$ cat src/logic/sleep_wake_pkg.sv
// Constants, register map and state encoding for the sleep and wakeup controller
package sleep_wake_pkg;

  localparam int unsigned ADDR_W = 12;
  localparam int unsigned DATA_W = 32;

  // Register byte offsets
  localparam logic [ADDR_W-1:0] CTRL_OFS = 12'h000;
  localparam logic [ADDR_W-1:0] STAT_OFS = 12'h004;

  // Control word field positions
  localparam int unsigned CTRL_DEEP_BIT = 0;
  localparam int unsigned CTRL_EXIT_BIT = 1;
  localparam int unsigned CTRL_PEND_BIT = 2;
  localparam logic [2:0] CTRL_RST = 3'h0;

  // Status word field positions
  localparam int unsigned STAT_STATE_LSB = 0;
  localparam int unsigned STAT_DEEP_BIT = 4;
  localparam int unsigned STAT_CAUSE_LSB = 8;

  // Bus responses
  localparam logic [1:0] RESP_OKAY = 2'h0;
  localparam logic [1:0] RESP_SLVERR = 2'h2;

  // Cycles the clock runs again before the core proceeds after a wakeup
  localparam int unsigned WAKE_CYCLES = 1;

  typedef enum logic [2:0] {
    ST_RUN = 3'h0,
    ST_SLEEP_IRQ = 3'h1,
    ST_SLEEP_EVT = 3'h2,
    ST_WAKE = 3'h3,
    ST_LOCKUP = 3'h4
  } state_e;

  typedef enum logic [2:0] {
    CAUSE_NONE = 3'h0,
    CAUSE_EXC = 3'h1,
    CAUSE_EVENT = 3'h2,
    CAUSE_PEND = 3'h3,
    CAUSE_SPUR = 3'h4,
    CAUSE_NMI = 3'h5
  } cause_e;

endpackage

$ cat src/logic/sleep_wake_control.sv
// Sleep entry, event latch, wakeup decision and clock gating for the processor core
//
// Notes on behaviour
// - Light sleep gates only the core clock; other clocks keep running.
// - Deep sleep requests most system and peripheral clocks to stop.
// - Deep-sleep select bit chooses light or deep sleep on every entry.
// - Wait-for-interrupt stops issue and sleeps immediately, unless a nested hard fault in the same cycle locks up instead.
// - Wait-for-event with event latch clear stops issue and sleeps.
// - Wait-for-event with latch set clears it and continues without sleeping.
// - External event or any send-event instruction sets the event latch.
// - Software has no register path to read or write the event latch.
// - Sleep-after-handler set: returning to thread mode sleeps at once.
// - Sleep from wait-for-interrupt or after-handler wakes on enterable exceptions.
// - Global mask set, fault mask clear: enabled higher interrupt wakes, handler deferred.
// - Sleep from wait-for-event wakes on enterable exception or event input.
// - Pending-raises-event set: any newly pending interrupt makes an event while awake and wakes wait-for-event sleep only.
// - Event pulse while awake sets latch so next wait-for-event continues.
// - Spurious wakeups, such as debug, may occur; software re-enters sleep.
// - Lockup issues nothing until reset or a non-maskable interrupt.

`timescale 1ns/1ps

module sleep_wake_control #(
  parameter int unsigned WAKE_CYC = sleep_wake_pkg::WAKE_CYCLES
) (
  input wire logic core_clk, // Processor clock, 100 MHz
  input wire logic sys_rst, // Asynchronous reset, active high
  // AXI4-Lite slave
  input wire logic [sleep_wake_pkg::ADDR_W-1:0] s_axi_awaddr, // Write address
  input wire logic s_axi_awvalid, // Write address valid
  output logic s_axi_awready, // Write address ready
  input wire logic [sleep_wake_pkg::DATA_W-1:0] s_axi_wdata, // Write data
  input wire logic [3:0] s_axi_wstrb, // Write byte strobes
  input wire logic s_axi_wvalid, // Write data valid
  output logic s_axi_wready, // Write data ready
  output logic [1:0] s_axi_bresp, // Write response
  output logic s_axi_bvalid, // Write response valid
  input wire logic s_axi_bready, // Write response ready
  input wire logic [sleep_wake_pkg::ADDR_W-1:0] s_axi_araddr, // Read address
  input wire logic s_axi_arvalid, // Read address valid
  output logic s_axi_arready, // Read address ready
  output logic [sleep_wake_pkg::DATA_W-1:0] s_axi_rdata, // Read data
  output logic [1:0] s_axi_rresp, // Read response
  output logic s_axi_rvalid, // Read data valid
  input wire logic s_axi_rready, // Read data ready
  // Pipeline side
  input wire logic wait_irq_instr, // Wait-for-interrupt executed, pulse
  input wire logic wait_event_instr, // Wait-for-event executed, pulse
  input wire logic send_event_instr, // Local send-event executed, pulse
  input wire logic handler_return_thread, // Handler completed, returning to thread
  input wire logic hard_fault_nested, // Hard fault in NMI or hard fault handler
  input wire logic global_irq_mask, // Core global interrupt mask
  input wire logic fault_level_mask, // Core fault-level mask
  output logic issue_stall, // Pipeline must not issue instructions
  output logic event_consumed, // Wait-for-event continued, latch cleared
  output logic core_clk_en, // Enable of the gated core clock
  output logic exc_entry_ok, // Exception entry may proceed now
  output logic lockup, // Core is locked up
  // Interrupt prioritisation side
  input wire logic irq_pri_ok, // Enabled exception above current priority
  input wire logic irq_new_pending, // An interrupt became pending, pulse
  input wire logic nmi_req, // Non-maskable interrupt request
  // System side
  input wire logic ext_event, // Event input from external event controller
  input wire logic remote_send_event, // Another processor sent an event
  input wire logic debug_wake, // Debug request wakes the core
  output logic deep_sleep, // Request to stop system clocks
  output logic wake_pulse // One-cycle pulse on every wakeup
);

  ////////////////////////////////////////////////////////////////////////////
  // Declarations

  sleep_wake_pkg::state_e state_q, state_d;
  sleep_wake_pkg::cause_e cause_q, cause_d;
  logic event_latch_q, event_latch_d;
  logic deep_q, deep_d;
  logic [2:0] ctrl_q, ctrl_d;
  logic [7:0] wake_cnt_q, wake_cnt_d;
  logic bvalid_q;
  logic [1:0] bresp_q;
  logic rvalid_q;
  logic [1:0] rresp_q;
  logic [sleep_wake_pkg::DATA_W-1:0] rdata_q;
  logic aw_held_q, w_held_q;
  logic [sleep_wake_pkg::ADDR_W-1:0] awaddr_q;
  logic [sleep_wake_pkg::DATA_W-1:0] wdata_q;
  logic [3:0] wstrb_q;

  wire ev_sync_q;
  logic ev_meta_q, ev_sync_r, ev_prev_q;
  logic rse_meta_q, rse_sync_q;
  logic dbg_meta_q, dbg_sync_q;

  wire deep_sel = ctrl_q[sleep_wake_pkg::CTRL_DEEP_BIT];
  wire exit_sel = ctrl_q[sleep_wake_pkg::CTRL_EXIT_BIT];
  wire pend_sel = ctrl_q[sleep_wake_pkg::CTRL_PEND_BIT];

  ////////////////////////////////////////////////////////////////////////////
  // Event input conditioning

  // Event pins come from another part of the chip; two stages before use
  always_ff @(posedge core_clk or posedge sys_rst) begin
    if (sys_rst) begin
      ev_meta_q <= 1'b0;
      ev_sync_r <= 1'b0;
      ev_prev_q <= 1'b0;
      rse_meta_q <= 1'b0;
      rse_sync_q <= 1'b0;
      dbg_meta_q <= 1'b0;
      dbg_sync_q <= 1'b0;
    end else begin
      ev_meta_q <= ext_event;
      ev_sync_r <= ev_meta_q;
      ev_prev_q <= ev_sync_r;
      rse_meta_q <= remote_send_event;
      rse_sync_q <= rse_meta_q;
      dbg_meta_q <= debug_wake;
      dbg_sync_q <= dbg_meta_q;
    end
  end

  assign ev_sync_q = ev_sync_r;

  // Rising edge of the external event, counted once per assertion
  wire ev_rise = ev_sync_q & ~ev_prev_q;
  // Sources that mark an event for the latch in every state; pend_event is added only outside sleep
  wire ev_any = ev_rise | send_event_instr | rse_sync_q;
  wire pend_event = pend_sel & irq_new_pending;

  ////////////////////////////////////////////////////////////////////////////
  // Wakeup and entry decisions

  wire awake = (state_q == sleep_wake_pkg::ST_RUN);
  // Exception can be entered; a set fault-level mask blocks all but NMI
  wire exc_enterable = irq_pri_ok & ~global_irq_mask & ~fault_level_mask;
  // Wakes also when only the global mask holds the handler back
  wire exc_wakes = irq_pri_ok & ~fault_level_mask;
  wire wake_irq_path = exc_wakes | nmi_req;
  wire wake_evt_path = exc_wakes | nmi_req | ev_rise | pend_event;
  // Sleep request from the pipeline
  wire enter_wfi = awake & wait_irq_instr;
  wire enter_wfe = awake & wait_event_instr & ~event_latch_q;
  wire skip_wfe = awake & wait_event_instr & event_latch_q;
  wire enter_exit = awake & handler_return_thread & exit_sel;
  wire enter_irq = enter_wfi | enter_exit;
  wire in_sleep = (state_q == sleep_wake_pkg::ST_SLEEP_IRQ) |
                  (state_q == sleep_wake_pkg::ST_SLEEP_EVT);
  wire wake_now = ((state_q == sleep_wake_pkg::ST_SLEEP_IRQ) & (wake_irq_path | dbg_sync_q)) |
                  ((state_q == sleep_wake_pkg::ST_SLEEP_EVT) & (wake_evt_path | dbg_sync_q));

  ////////////////////////////////////////////////////////////////////////////
  // Sleep state machine

  always_comb begin
    state_d = state_q;
    cause_d = cause_q;
    deep_d = deep_q;
    wake_cnt_d = wake_cnt_q;
    unique case (state_q)
      sleep_wake_pkg::ST_RUN: begin
        wake_cnt_d = 8'h00;
        if (hard_fault_nested) begin
          state_d = sleep_wake_pkg::ST_LOCKUP;
        end else if (enter_irq) begin
          state_d = sleep_wake_pkg::ST_SLEEP_IRQ;
          deep_d = deep_sel;
        end else if (enter_wfe) begin
          state_d = sleep_wake_pkg::ST_SLEEP_EVT;
          deep_d = deep_sel;
        end
      end
      sleep_wake_pkg::ST_SLEEP_IRQ, sleep_wake_pkg::ST_SLEEP_EVT: begin
        if (wake_now) begin
          state_d = sleep_wake_pkg::ST_WAKE;
          deep_d = 1'b0;
          if (nmi_req) begin
            cause_d = sleep_wake_pkg::CAUSE_NMI;
          end else if (exc_wakes) begin
            cause_d = sleep_wake_pkg::CAUSE_EXC;
          end else if (state_q == sleep_wake_pkg::ST_SLEEP_EVT && ev_rise) begin
            cause_d = sleep_wake_pkg::CAUSE_EVENT;
          end else if (state_q == sleep_wake_pkg::ST_SLEEP_EVT && pend_event) begin
            cause_d = sleep_wake_pkg::CAUSE_PEND;
          end else begin
            cause_d = sleep_wake_pkg::CAUSE_SPUR;
          end
        end
      end
      sleep_wake_pkg::ST_WAKE: begin
        // Clock already running; hold issue until it has settled
        wake_cnt_d = wake_cnt_q + 8'h01;
        if (wake_cnt_q >= 8'(WAKE_CYC - 1)) begin
          state_d = sleep_wake_pkg::ST_RUN;
        end
      end
      sleep_wake_pkg::ST_LOCKUP: begin
        if (nmi_req) begin
          state_d = sleep_wake_pkg::ST_RUN;
          cause_d = sleep_wake_pkg::CAUSE_NMI;
        end
      end
      default: begin
        state_d = sleep_wake_pkg::ST_RUN;
      end
    endcase
  end

  ////////////////////////////////////////////////////////////////////////////
  // Event latch

  // Set beats clear when an event lands in the same cycle as a consuming wait-for-event.
  // Waking from event sleep by the event itself consumes it.
  always_comb begin
    event_latch_d = event_latch_q;
    if (skip_wfe) begin
      event_latch_d = 1'b0;
    end
    if (ev_any | (pend_event & ~in_sleep)) begin
      event_latch_d = 1'b1;
    end
    if (wake_now && state_q == sleep_wake_pkg::ST_SLEEP_EVT) begin
      event_latch_d = 1'b0;
    end
  end

  always_ff @(posedge core_clk or posedge sys_rst) begin
    if (sys_rst) begin
      state_q <= sleep_wake_pkg::ST_RUN;
      cause_q <= sleep_wake_pkg::CAUSE_NONE;
      event_latch_q <= 1'b0;
      deep_q <= 1'b0;
      wake_cnt_q <= 8'h00;
    end else begin
      state_q <= state_d;
      cause_q <= cause_d;
      event_latch_q <= event_latch_d;
      deep_q <= deep_d;
      wake_cnt_q <= wake_cnt_d;
    end
  end

  ////////////////////////////////////////////////////////////////////////////
  // Core-facing outputs

  // Only the core clock is gated in either sleep; deep also asks system clocks
  assign core_clk_en = ~in_sleep;
  assign deep_sleep = in_sleep & deep_q;
  assign issue_stall = ~awake | enter_irq | enter_wfe;
  assign event_consumed = skip_wfe;
  assign lockup = (state_q == sleep_wake_pkg::ST_LOCKUP);
  // Deferred while the global mask holds; exceptions wait for the clock
  assign exc_entry_ok = awake & exc_enterable;
  assign wake_pulse = (state_q == sleep_wake_pkg::ST_WAKE) & (wake_cnt_q == 8'h00);

  ////////////////////////////////////////////////////////////////////////////
  // AXI4-Lite register slave

  // Address and data are taken independently; the write commits once both are in
  wire aw_take = s_axi_awvalid & ~aw_held_q & ~bvalid_q;
  wire w_take = s_axi_wvalid & ~w_held_q & ~bvalid_q;
  wire wr_go = (aw_held_q | aw_take) & (w_held_q | w_take);
  wire [sleep_wake_pkg::ADDR_W-1:0] wr_addr = aw_held_q ? awaddr_q : s_axi_awaddr;
  wire [sleep_wake_pkg::DATA_W-1:0] wr_data = w_held_q ? wdata_q : s_axi_wdata;
  wire [3:0] wr_strb = w_held_q ? wstrb_q : s_axi_wstrb;
  wire rd_go = s_axi_arvalid & ~rvalid_q;
  wire wr_ctrl = wr_go & (wr_addr == sleep_wake_pkg::CTRL_OFS);
  wire wr_stat = wr_go & (wr_addr == sleep_wake_pkg::STAT_OFS);
  wire rd_ctrl = (s_axi_araddr == sleep_wake_pkg::CTRL_OFS);
  wire rd_stat = (s_axi_araddr == sleep_wake_pkg::STAT_OFS);

  assign s_axi_awready = aw_take;
  assign s_axi_wready = w_take;
  assign s_axi_arready = rd_go;
  assign s_axi_bvalid = bvalid_q;
  assign s_axi_bresp = bresp_q;
  assign s_axi_rvalid = rvalid_q;
  assign s_axi_rresp = rresp_q;
  assign s_axi_rdata = rdata_q;

  // Event latch deliberately absent from both words
  wire [sleep_wake_pkg::DATA_W-1:0] ctrl_word = {29'h0, ctrl_q};
  wire [sleep_wake_pkg::DATA_W-1:0] stat_word = {
    21'h0, cause_q, 3'h0, deep_sleep, 1'b0, state_q};

  always_comb begin
    ctrl_d = ctrl_q;
    if (wr_ctrl && wr_strb[0]) begin
      ctrl_d = wr_data[2:0];
    end
  end

  // Half of a write waits here until its partner arrives
  always_ff @(posedge core_clk or posedge sys_rst) begin
    if (sys_rst) begin
      aw_held_q <= 1'b0;
      w_held_q <= 1'b0;
      awaddr_q <= '0;
      wdata_q <= '0;
      wstrb_q <= 4'h0;
    end else begin
      aw_held_q <= (aw_held_q | aw_take) & ~wr_go;
      w_held_q <= (w_held_q | w_take) & ~wr_go;
      if (aw_take) begin
        awaddr_q <= s_axi_awaddr;
      end
      if (w_take) begin
        wdata_q <= s_axi_wdata;
        wstrb_q <= s_axi_wstrb;
      end
    end
  end

  always_ff @(posedge core_clk or posedge sys_rst) begin
    if (sys_rst) begin
      ctrl_q <= sleep_wake_pkg::CTRL_RST;
      bvalid_q <= 1'b0;
      bresp_q <= sleep_wake_pkg::RESP_OKAY;
    end else begin
      ctrl_q <= ctrl_d;
      if (wr_go) begin
        bvalid_q <= 1'b1;
        bresp_q <= (wr_ctrl | wr_stat) ? sleep_wake_pkg::RESP_OKAY :
                   sleep_wake_pkg::RESP_SLVERR;
      end else if (s_axi_bready) begin
        bvalid_q <= 1'b0;
      end
    end
  end

  always_ff @(posedge core_clk or posedge sys_rst) begin
    if (sys_rst) begin
      rvalid_q <= 1'b0;
      rresp_q <= sleep_wake_pkg::RESP_OKAY;
      rdata_q <= '0;
    end else begin
      if (rd_go) begin
        rvalid_q <= 1'b1;
        rresp_q <= (rd_ctrl | rd_stat) ? sleep_wake_pkg::RESP_OKAY :
                   sleep_wake_pkg::RESP_SLVERR;
        rdata_q <= rd_ctrl ? ctrl_word : (rd_stat ? stat_word : '0);
      end else if (s_axi_rready) begin
        rvalid_q <= 1'b0;
      end
    end
  end

endmodule

$ cat config.mk
export PLATFORM = sky130hd
export DESIGN_NAME = sleep_wake_control
export DESIGN_NICKNAME = d
export VERILOG_FILES = /design/src/logic/sleep_wake_pkg.sv /design/src/logic/sleep_wake_control.sv
export SDC_FILE = /design/constraint.sdc
export NUM_CORES = 1
export LEC_CHECK = 0
export BUFFER_PORTS_ARGS = -buffer_cell sky130_fd_sc_hd__buf_4
export CORE_MARGIN = 3
export CORE_UTILIZATION = 47
export CTS_CLUSTER_DIAMETER = 100
export DETAILED_ROUTE_END_ITERATION = 12
export HOLD_SLACK_MARGIN = 0.15
export PLACE_DENSITY = 0.82
export SYNTH_ARGS = -nofsm -noshare
export SYNTH_HDL_FRONTEND = slang
export SYNTH_SLANG_ARGS = --single-unit
$ cat constraint.sdc
create_clock -name core_clk -period 2.8 [get_ports core_clk]
set_input_delay 0.28 -clock core_clk [delete_from_list [all_inputs] [get_ports core_clk]]
set_output_delay 0.28 -clock core_clk [all_outputs]
set_load 0.01 [all_outputs]
After elaboration in Yosys (flattened, before gate mapping). Cells that the tools add are included.

Output and inout port bits: 48. Register bits: 82. Word-level logic and storage cells: 144.

Add/subtract/negate cells: 1. Bitwise logic cells: 55. Equality and inequality tests: 12. Multiplexer cells: 34. Magnitude comparators: 1. Reductions and logical operators: 18.

Operators with widths (count): 3-bit 2-to-1 mux (13); 1-bit AND (27); 12-bit by 3-bit equality test with 1-bit output (second input constant) (2); 12-bit zero test (2); 11-bit 2-to-1 mux (2); 1-bit OR (17); 8-bit one-hot mux with 2 select lines (1); 1-bit 2-to-1 mux (12); 12-bit 2-to-1 mux (1); 3-bit one-hot mux with 4 select lines (1); 1-bit NOT (11); 2-bit nonzero test (5); 8-bit by 1-bit adder with 8-bit output (second input constant) (1); 8-bit by 1-bit greater-or-equal comparator with 1-bit output (second input constant) (1); 8-bit zero test (1); 4-bit AND reduction (2); 3-bit by 2-bit equality test with 1-bit output (second input constant) (2); 2-bit inequality test (second input constant) (3); 3-bit one-hot mux with 2 select lines (1); 1-bit logical AND (4); 2-bit 2-to-1 mux (2); 4-bit by 2-bit inequality test with 1-bit output (second input constant) (1); 3-bit by 1-bit equality test with 1-bit output (second input constant) (1); 3-bit equality test (second input constant) (1); 7 further kinds (7).

Depth between registers and ports, before layout. Gate-level depths: netlist of the first run.

Word-level depth: 10. Gate-level depth with buffers: 6. Mapped depth without buffers: 6.

Least setup slack after synthesis of the first run. Ideal clock, no wire load.

Path kind: register to register. From: reg aw_held_q. To: reg ctrl_q[0]. Setup slack: 0.865 ns. Path buffers: 0. Data required time: 2.673 ns. Arrival time: 1.808 ns. Setup time: 0.127 ns. Stages on the path, launching flop included: 5. Period minus slack after synthesis: 1.935 ns. Path through: dfrtp_1 -> or4_1 -> a222oi_1 -> o2111a_2 -> mux2_1.

Cells in the longest elaborated chain, start to end: 7.

Ends and longest elaborated chain: start: declaration (RTL line sleep_wake_control.sv:85) `logic aw_held_q, w_held_q;`; start signal: assignment (RTL line sleep_wake_control.sv:302) `aw_held_q <= (aw_held_q | aw_take) & ~wr_go;`; 1-bit NOT (RTL line sleep_wake_control.sv:260) `wire aw_take = s_axi_awvalid & ~aw_held_q & ~bvalid_q;`; 1-bit AND (2 in a row) (RTL line sleep_wake_control.sv:260); 1-bit OR (RTL line sleep_wake_control.sv:262) `wire wr_go = (aw_held_q | aw_take) & (w_held_q | w_take);`; 1-bit AND (RTL line sleep_wake_control.sv:262); 1-bit AND (*) (RTL line sleep_wake_control.sv:267) `wire wr_ctrl = wr_go & (wr_addr == sleep_wake_pkg::CTRL_OFS);`; 1-bit logical AND (*) (RTL line sleep_wake_control.sv:288) `if (wr_ctrl && wr_strb[0]) begin`; end signal: assignment (RTL line sleep_wake_control.sv:316) `ctrl_q <= sleep_wake_pkg::CTRL_RST;`; end signal: assignment (RTL line sleep_wake_control.sv:320) `ctrl_q <= ctrl_d;`; end: declaration (RTL line sleep_wake_control.sv:78) `logic [2:0] ctrl_q, ctrl_d;`.

Every way passes the cells marked *; elsewhere a longest branch is shown, timed or not. A chain may end at the register's enable or synchronous reset.

Worst setup path after layout of the first run.
From: reg aw_held_q. To: reg ctrl_q[2].

Same word-level chain as after synthesis.

==> results.md, run 1 <==
- Seq/Total Area, Yosys: 0.499
- Synth area leader: dfrtp_1
- Share of cells above drive strength 1: 0.308
- Routed length per instance: 13.7 µm
- Met3 Use GR: 0.0488
- Skew final: 0.00689 ns
- Cell Rows: 27
- Met2 usage: 0.268
- IO Count: 128
- Pre-CTS setup slack: 0.711 ns
- Overall power: 2.51 mW
- CTS Buffer Depth: 2
- Detail Route Antenna Nets: 0
- Pleak: 1.62 nW
- Fillers: 466
- Crit path DAT: 2.31 ns
- Max-cap viol count: 0
- Fin. Hold Viols: 0
- Seq cells post-synth: 55
- Status: completed
- Pwr Density: 739 nW/µm²
- Grt met1 use: 0.224
- Kind of critical path: flip-flop to flip-flop
- Minimum clock period: 2.11 ns
- Synth Area per Inst: 10.6 µm²
- Grt total ovfl: 0
- Resize count post-CTS: 0
- CTS tree: yes
- Tightest Hold Check Type: input port to async pin
- Cts bufs inserted: 5
- Starting Density: 0.492
- Setup ws final: 0.687 ns
- RSZ-0062 raised after global routing: no
- Tightest Pin Transition: 0.670 ns
- Relative slew slack: 0.554
- Most frequent cells in the layout: buf_4, dfrtp_1, conb_1
- DR pass1 iterations: 4
- WL final: 5620 µm
- Setup Fix Bufs, Post-CTS: 0
- Async SR Flop Fraction: 1.00
- Nets: 419
- Global route hottest layer: met2
- Initial antenna violation count: 0
- # hold bufs at CTS: 5
- Syn Inst Count: 259
- Worst ir drop on vdd: 0.457 mV
- Via count: 2,131
- Core area: 5610 µm²
- Worst-Skew Late Latency: 0.31 ns
- Die Wd: 82.6 µm
- Largest cells by area after synthesis: dfrtp_1, mux2_2, buf_4
- Total die area: 6820 µm²
- CP Launch Type: flip-flop
- Initial DRC Count: 113
- Peak Freq: 473 MHz
- Leading register cell type out of synthesis: dfrtp_1
- Gpl congestion: 0.855
- Worst r2r path cells: 4
- Post-synthesis cell type count: 47
- Mapped Area: 2760 µm²
- TNS Setup: 0 ns
- Period Utilization, post-route: 0.755
- Placed wire-length estimate: 4310 µm
- Overall routing resource usage: 0.172
- Final Max Tran Viols: 0
- Most common cell after layout, fill and taps aside: buf_4
- DRC: 0
- Port Buffers: 68
- Crit-path max FO: 7
- Clk sinks: 55
- Setup-failing EPs final: 0
- Area grow syn2layout: 23.1%
- CTS clk-pin slew, worst paths: 0.10 ns
- Via-to-Cell Ratio: 5.20
- Crit end category: flip-flop
- First-pass GRT wire length: 8860 µm
- Synth top area share: 0.499
- Root Buffer: clkbuf_8
- Ant. Diodes: 0
- Ys Warns: 0
- Vias in the first global route: 1,969
- Die height: 82.6 µm
- Critical Path RT: 3.00 ns
- Largest net degree at the start of global routing: 56
- Post-synth EDFFs: 0
- # H-tree levels: 2
==> metrics by stage <==
stage | area (µm²) | utilization | cells | hold WS, ns
after global placement | 3260 | 0.581 | 397 | 0.332
after floorplan | 2860 | - | 285 | 0.311
after CTS | 3400 | 0.606 | 410 | 0.166
after detailed placement | 3260 | 0.581 | 397 | 0.335
after global routing | 3400 | 0.606 | 410 | 0.186
final | 3400 | 0.606 | 410 | 0.145
==> layer usage <==
layer / up-vias / share of wire
met5: - / 0
met4: 0 / 0.017
met3: 7 / 0.097
met2: 88 / 0.45
met1: 1008 / 0.44
li1: 1028 / -
==> state kept, by name, summed over array words and instances (netlist names), 3 cells and up <==
name,count
awaddr_q,12
wake_cnt_q,8
s_axi_rdata,7
cause_q,3
ctrl_q,3
state_q,3
wdata_q,3
==> Yosys cell counts, types with 2 or more instances <==
| cell | count |
|---|---|
| a21oi_1 | 7 |
| nand4_1 | 3 |
| nand3_1 | 5 |
| nand2_1 | 18 |
| a22o_1 | 6 |
| o21ai_0 | 15 |
| clkbuf_1 | 4 |
| a31oi_1 | 2 |
| mux2_1 | 3 |
| and2_1 | 3 |
| nor2b_1 | 2 |
| or4_1 | 2 |
| mux2_2 | 22 |
| nor3_1 | 5 |
| o31ai_1 | 2 |
| and3_1 | 3 |
| nor4_1 | 5 |
| mux2i_1 | 6 |
| nor2_1 | 13 |
| or4b_1 | 2 |
| dfrtp_1 | 55 |
| nand2b_1 | 5 |
| ha_1 | 2 |
| o21a_1 | 2 |
| buf_4 | 27 |
| xor2_1 | 2 |
| or3_1 | 3 |
| inv_1 | 15 |
| a2111oi_0 | 2 |
==> where the power goes <==
part / internal [mW] / total [mW] / switching [mW]
combinational: 0.464 / 0.898 / 0.434
sequential: 0.995 / 1.19 / 0.192
clock: 0.175 / 0.424 / 0.248
total: 1.63 / 2.51 / 0.874
==> critical path: stages, from the launching register on <==
cell and delay, ns:
dfrtp_1 0.46, or4_1 0.55, a222oi_1 0.35, o2111a_2 0.31, mux2_1 0.33
==> final timing paths <==
kind                                startpoint                      end  slack, ns
setup / recovery           aw_held_q$_DFF_PP0_    ctrl_q[2]$_DFFE_PP0P_       0.69
hold / removal                         sys_rst     rse_meta_q$_DFF_PP0_       0.15
setup reg to reg           aw_held_q$_DFF_PP0_    ctrl_q[2]$_DFFE_PP0P_       0.69
hold reg to reg            ev_meta_q$_DFF_PP0_      ev_sync_q$_DFF_PP0_       0.35
max in group asynchronous              sys_rst   wdata_q[0]$_DFFE_PP0P_       2.21
min in group core_clk          s_axi_awaddr[3]  awaddr_q[3]$_DFFE_PP0P_       0.20
==> cell families after synthesis <==
group,Yosys count,share of synthesized area
flip-flops,55,0.499
buffers and inverters,46,0.0994
other,1,0.00136
multiplexers,31,0.124
AND/OR/NAND/NOR,75,0.145
adder cells (fa/ha/maj),2,0.00907
XOR/XNOR,3,0.00953
AO/OA/AOI/OAI,46,0.113
==> final cells by class <==
class,count,area (µm²),area share
Inverter,15,56.3,0.0166
Multi-Input combinational cell,184,1200,0.355
Tap cell,72,90.1,0.0265
Sequential cell,55,1380,0.405
Clock buffer,6,72.6,0.0214
Timing Repair Buffer,76,583,0.172
Clock inverter,2,12.5,0.00368
Note: power is estimated with default switching activity, not from simulation.
==> run 2, diff against run 1 <==
==> constraint.sdc (replaced) <==
create_clock -name core_clk -period 2.2 [get_ports core_clk]
set_input_delay 0.22 -clock core_clk [delete_from_list [all_inputs] [get_ports core_clk]]
set_output_delay 0.22 -clock core_clk [all_outputs]
set_load 0.01 [all_outputs]
==> results.md, run 2 (synthesis results as in run 1) <==
- Fillers: 462 (-0.86%)
- Critical path's slowest cell: or4_1
- DRC: 0 (unchanged)
- Cell Rows: 27 (unchanged)
- Reg2reg setup slack: 0.07 ns (-0.61 ns)
- Vias in the first global route: 2,140 (+8.7%)
- Area grow syn2layout: 31.5%
- Tightest Pin Transition: 0.598 ns (-0.0714 ns)
- RSZ-0062 raised after global routing: no
- # H-tree levels: 2 (unchanged)
- Crit Reg-Reg Endpoint: ctrl_q[1]$_DFFE_PP0P_
- Clk network pwr share: 0.166 (-0.003)
- Hold Startpoint: hard_fault_nested
- TNS Setup: 0 ns (unchanged)
- Sequential Power Share: 0.459 (-0.014)
- Routed length per instance: 14.3 µm (+4.0%)
- Critical path buffer and inverter count: 1 (+1)
- WL final: 6130 µm (+9.1%)
- Final instance area: 3630 µm² (+6.8%)
- Initial DRC Count: 169 (+50%)
- Switching Share: 0.351 (+0.00224)
- Via count: 2,224 (+4.4%)
- Worst R2R Start: aw_held_q$_DFF_PP0_
- Grt total ovfl: 0 (unchanged)
- Most frequent cells in the layout: buf_4, dfrtp_1, conb_1
- Hold path endpoint: state_q[2]$_DFFE_PP0P_
- Total die area: 6820 µm² (unchanged)
- IO Count: 128 (unchanged)
- Setup-failing EPs final: 0 (unchanged)
- CP cell instances: buf_4 > or4_1 > nor4_2 > o2111a_2 > mux2_4
- Hold path depth: 3
- Fin. Hold Viols: 0 (unchanged)
- Largest Register: awaddr_q
- Share of cells above drive strength 1: 0.316 (+0.00795)
- Crit path DAT: 2.32 ns (about the same)
- Pleak: 1.72 nW (+6.1%)
- Reg area: 1380 µm² (about the same)
- First-pass GRT wire length: 9830 µm (+11%)
- Multi-input gate area: 1230 µm² (+1.8%)
- Crit end category: flip-flop
- Placed inst area: 3280 µm² (+0.61%)
- Minimum clock period: 2.13 ns (+0.0124 ns)
- Max FFs per register: 12 (unchanged)
- Cts bufs inserted: 5 (unchanged)
- Worst ir drop on vdd: 0.597 mV (+31%)
- Internal Power: 2.13 mW (+30%)
- Max-cap viol count: 0 (unchanged)
- Die height: 82.6 µm (unchanged)
- Die Wd: 82.6 µm (unchanged)
- Clk sinks: 55 (unchanged)
- Max stage delay on crit path: 0.48 ns (-0.07 ns)
- Relative slew slack: 0.601 (+0.0470)
- Peak Freq: 470 MHz (-0.58%)
- CTS Buffer Depth: 2 (unchanged)
- Nets: 439 (+4.8%)
- Worst-Skew Late Latency: 0.31 ns (about the same)
- Combinational Power Share: 0.375 (+0.017)
- Skew final: 0.0127 ns (+0.00586 ns)
- Overall routing resource usage: 0.192 (+0.0204)
- Worst r2r path cells: 5 (+1)
- CTS tree: yes
- Overall power: 3.28 mW (+31%)
- P_sw: 1.15 mW (+32%)
- Placed wire-length estimate: 4390 µm (+1.8%)
- CP Launch Type: flip-flop
- Status: completed
- Gpl congestion: 0.858 (+0.32%)
- Detail Route Antenna Nets: 0 (unchanged)
- Kind of critical path: flip-flop to flip-flop
- Port Buffers: 68 (unchanged)
- Starting Density: 0.492 (unchanged)
- CTS clk-pin slew, worst paths: 0.10 ns (about the same)
- WHS: 0.200 ns (+0.0545 ns)
- Initial antenna violation count: 0 (unchanged)
- Top Family by Delay on Critical Path: simple AND/OR/NAND/NOR gates
- Largest net degree at the start of global routing: 29 (-48%)
- Crit-path max FO: 4 (-3)
- Core area: 5610 µm² (unchanged)
- Most common cell after layout, fill and taps aside: buf_4
- Pwr Density: 906 nW/µm² (+23%)
- Root Buffer: clkbuf_8
- Period Utilization, post-route: 0.966 (+0.211)
- DR pass1 iterations: 5 (+1)
- Tightest Hold Check Type: input port to flip-flop
- Critical Path RT: 2.40 ns (-0.60 ns)
- Ant. Diodes: 0 (unchanged)
- Via-to-Cell Ratio: 5.17 (-0.49%)
- Final Max Tran Viols: 0 (unchanged)
-- run 2: changes by cell type in the layout (fill, tap and decap cells not counted) --
cell / change
mux2_4: +3
or4_4: +1
dfrtp_1: -1
buf_12: +1
nor4_2: +1
dlygate4sd3_1: +16
nor4_1: -1
or4_1: -1
buf_4: +2
dfrtp_2: +1
mux2_1: -3
dlymetal6s4s_1: +1
-- run 2: worst max path at each step --
stage	start	endpoint	slack (ns)	depth (start not counted)
floorplan	aw_held_q$_DFF_PP0_	ctrl_q[0]$_DFFE_PP0P_	0.26	4
global placement	aw_held_q$_DFF_PP0_	ctrl_q[1]$_DFFE_PP0P_	0.11	4
detailed placement	aw_held_q$_DFF_PP0_	ctrl_q[1]$_DFFE_PP0P_	0.07	4
CTS	aw_held_q$_DFF_PP0_	ctrl_q[1]$_DFFE_PP0P_	0.03	4
global route	awaddr_q[1]$_DFFE_PP0P_	ctrl_q[2]$_DFFE_PP0P_	0.007	4
finish	aw_held_q$_DFF_PP0_	ctrl_q[1]$_DFFE_PP0P_	0.07	5
-- run 2: power groups by stage --
stage	clock, mW	sequential (mW)	combinational [mW]
2_1_floorplan	0	1.42	0.878
3_3_place_gp	0	1.50	1.12
3_5_place_dp	0	1.52	1.16
4_1_cts	0.564	1.50	1.20
5_1_grt	0.608	1.55	1.37
6_report	0.546	1.51	1.23
-- run 2: layer usage --
metal / wire, µm / GRT usage / vias to the layer above
li1: - / - / 1067
met4: 97 / 0.0735 / 0
met2: 2930 / 0.313 / 93
met1: 2570 / 0.242 / 1056
met3: 533 / 0.0553 / 8
met5: 0 / 0 / -
-- run 2: worst register-to-register path: cells and delay by family, from the launching register on --
family | cells | cell delay (ns)
AO/OA/AOI/OAI | 1 | 0.33
flip-flops | 1 | 0.44
AND/OR/NAND/NOR | 2 | 0.78
buffers and inverters | 1 | 0.15
multiplexers | 1 | 0.31
-- run 2: what timing repair did --
action                                  CTS  global route
hold buffers                             22             0
endpoints found under the hold margin    48             0
gates resized for setup                   0             7
buffers inserted                          0             2
endpoints found under the setup margin    0             3
-- run 2: layout make-up --
cell class                      instances  share of cell area
Sequential cell                        55               0.380
Multi-Input combinational cell        184               0.338
Timing Repair Buffer                   96               0.218
Tap cell                               72              0.0248
Clock buffer                            6              0.0200
Inverter                               15              0.0155
Clock inverter                          2             0.00345
-- run 2: per-stage QoR --
| step | setup WS, ns | std cells | utilization |
|---|---|---|---|
| 6_report | 0.0742 | 430 | 0.647 |
| 4_1_cts | 0.0293 | 428 | 0.639 |
| 3_3_place_gp | 0.106 | 398 | 0.585 |
| 2_1_floorplan | 0.265 | 285 | - |
| 3_5_place_dp | 0.0720 | 398 | 0.585 |
| 5_1_grt | 0.00683 | 430 | 0.647 |
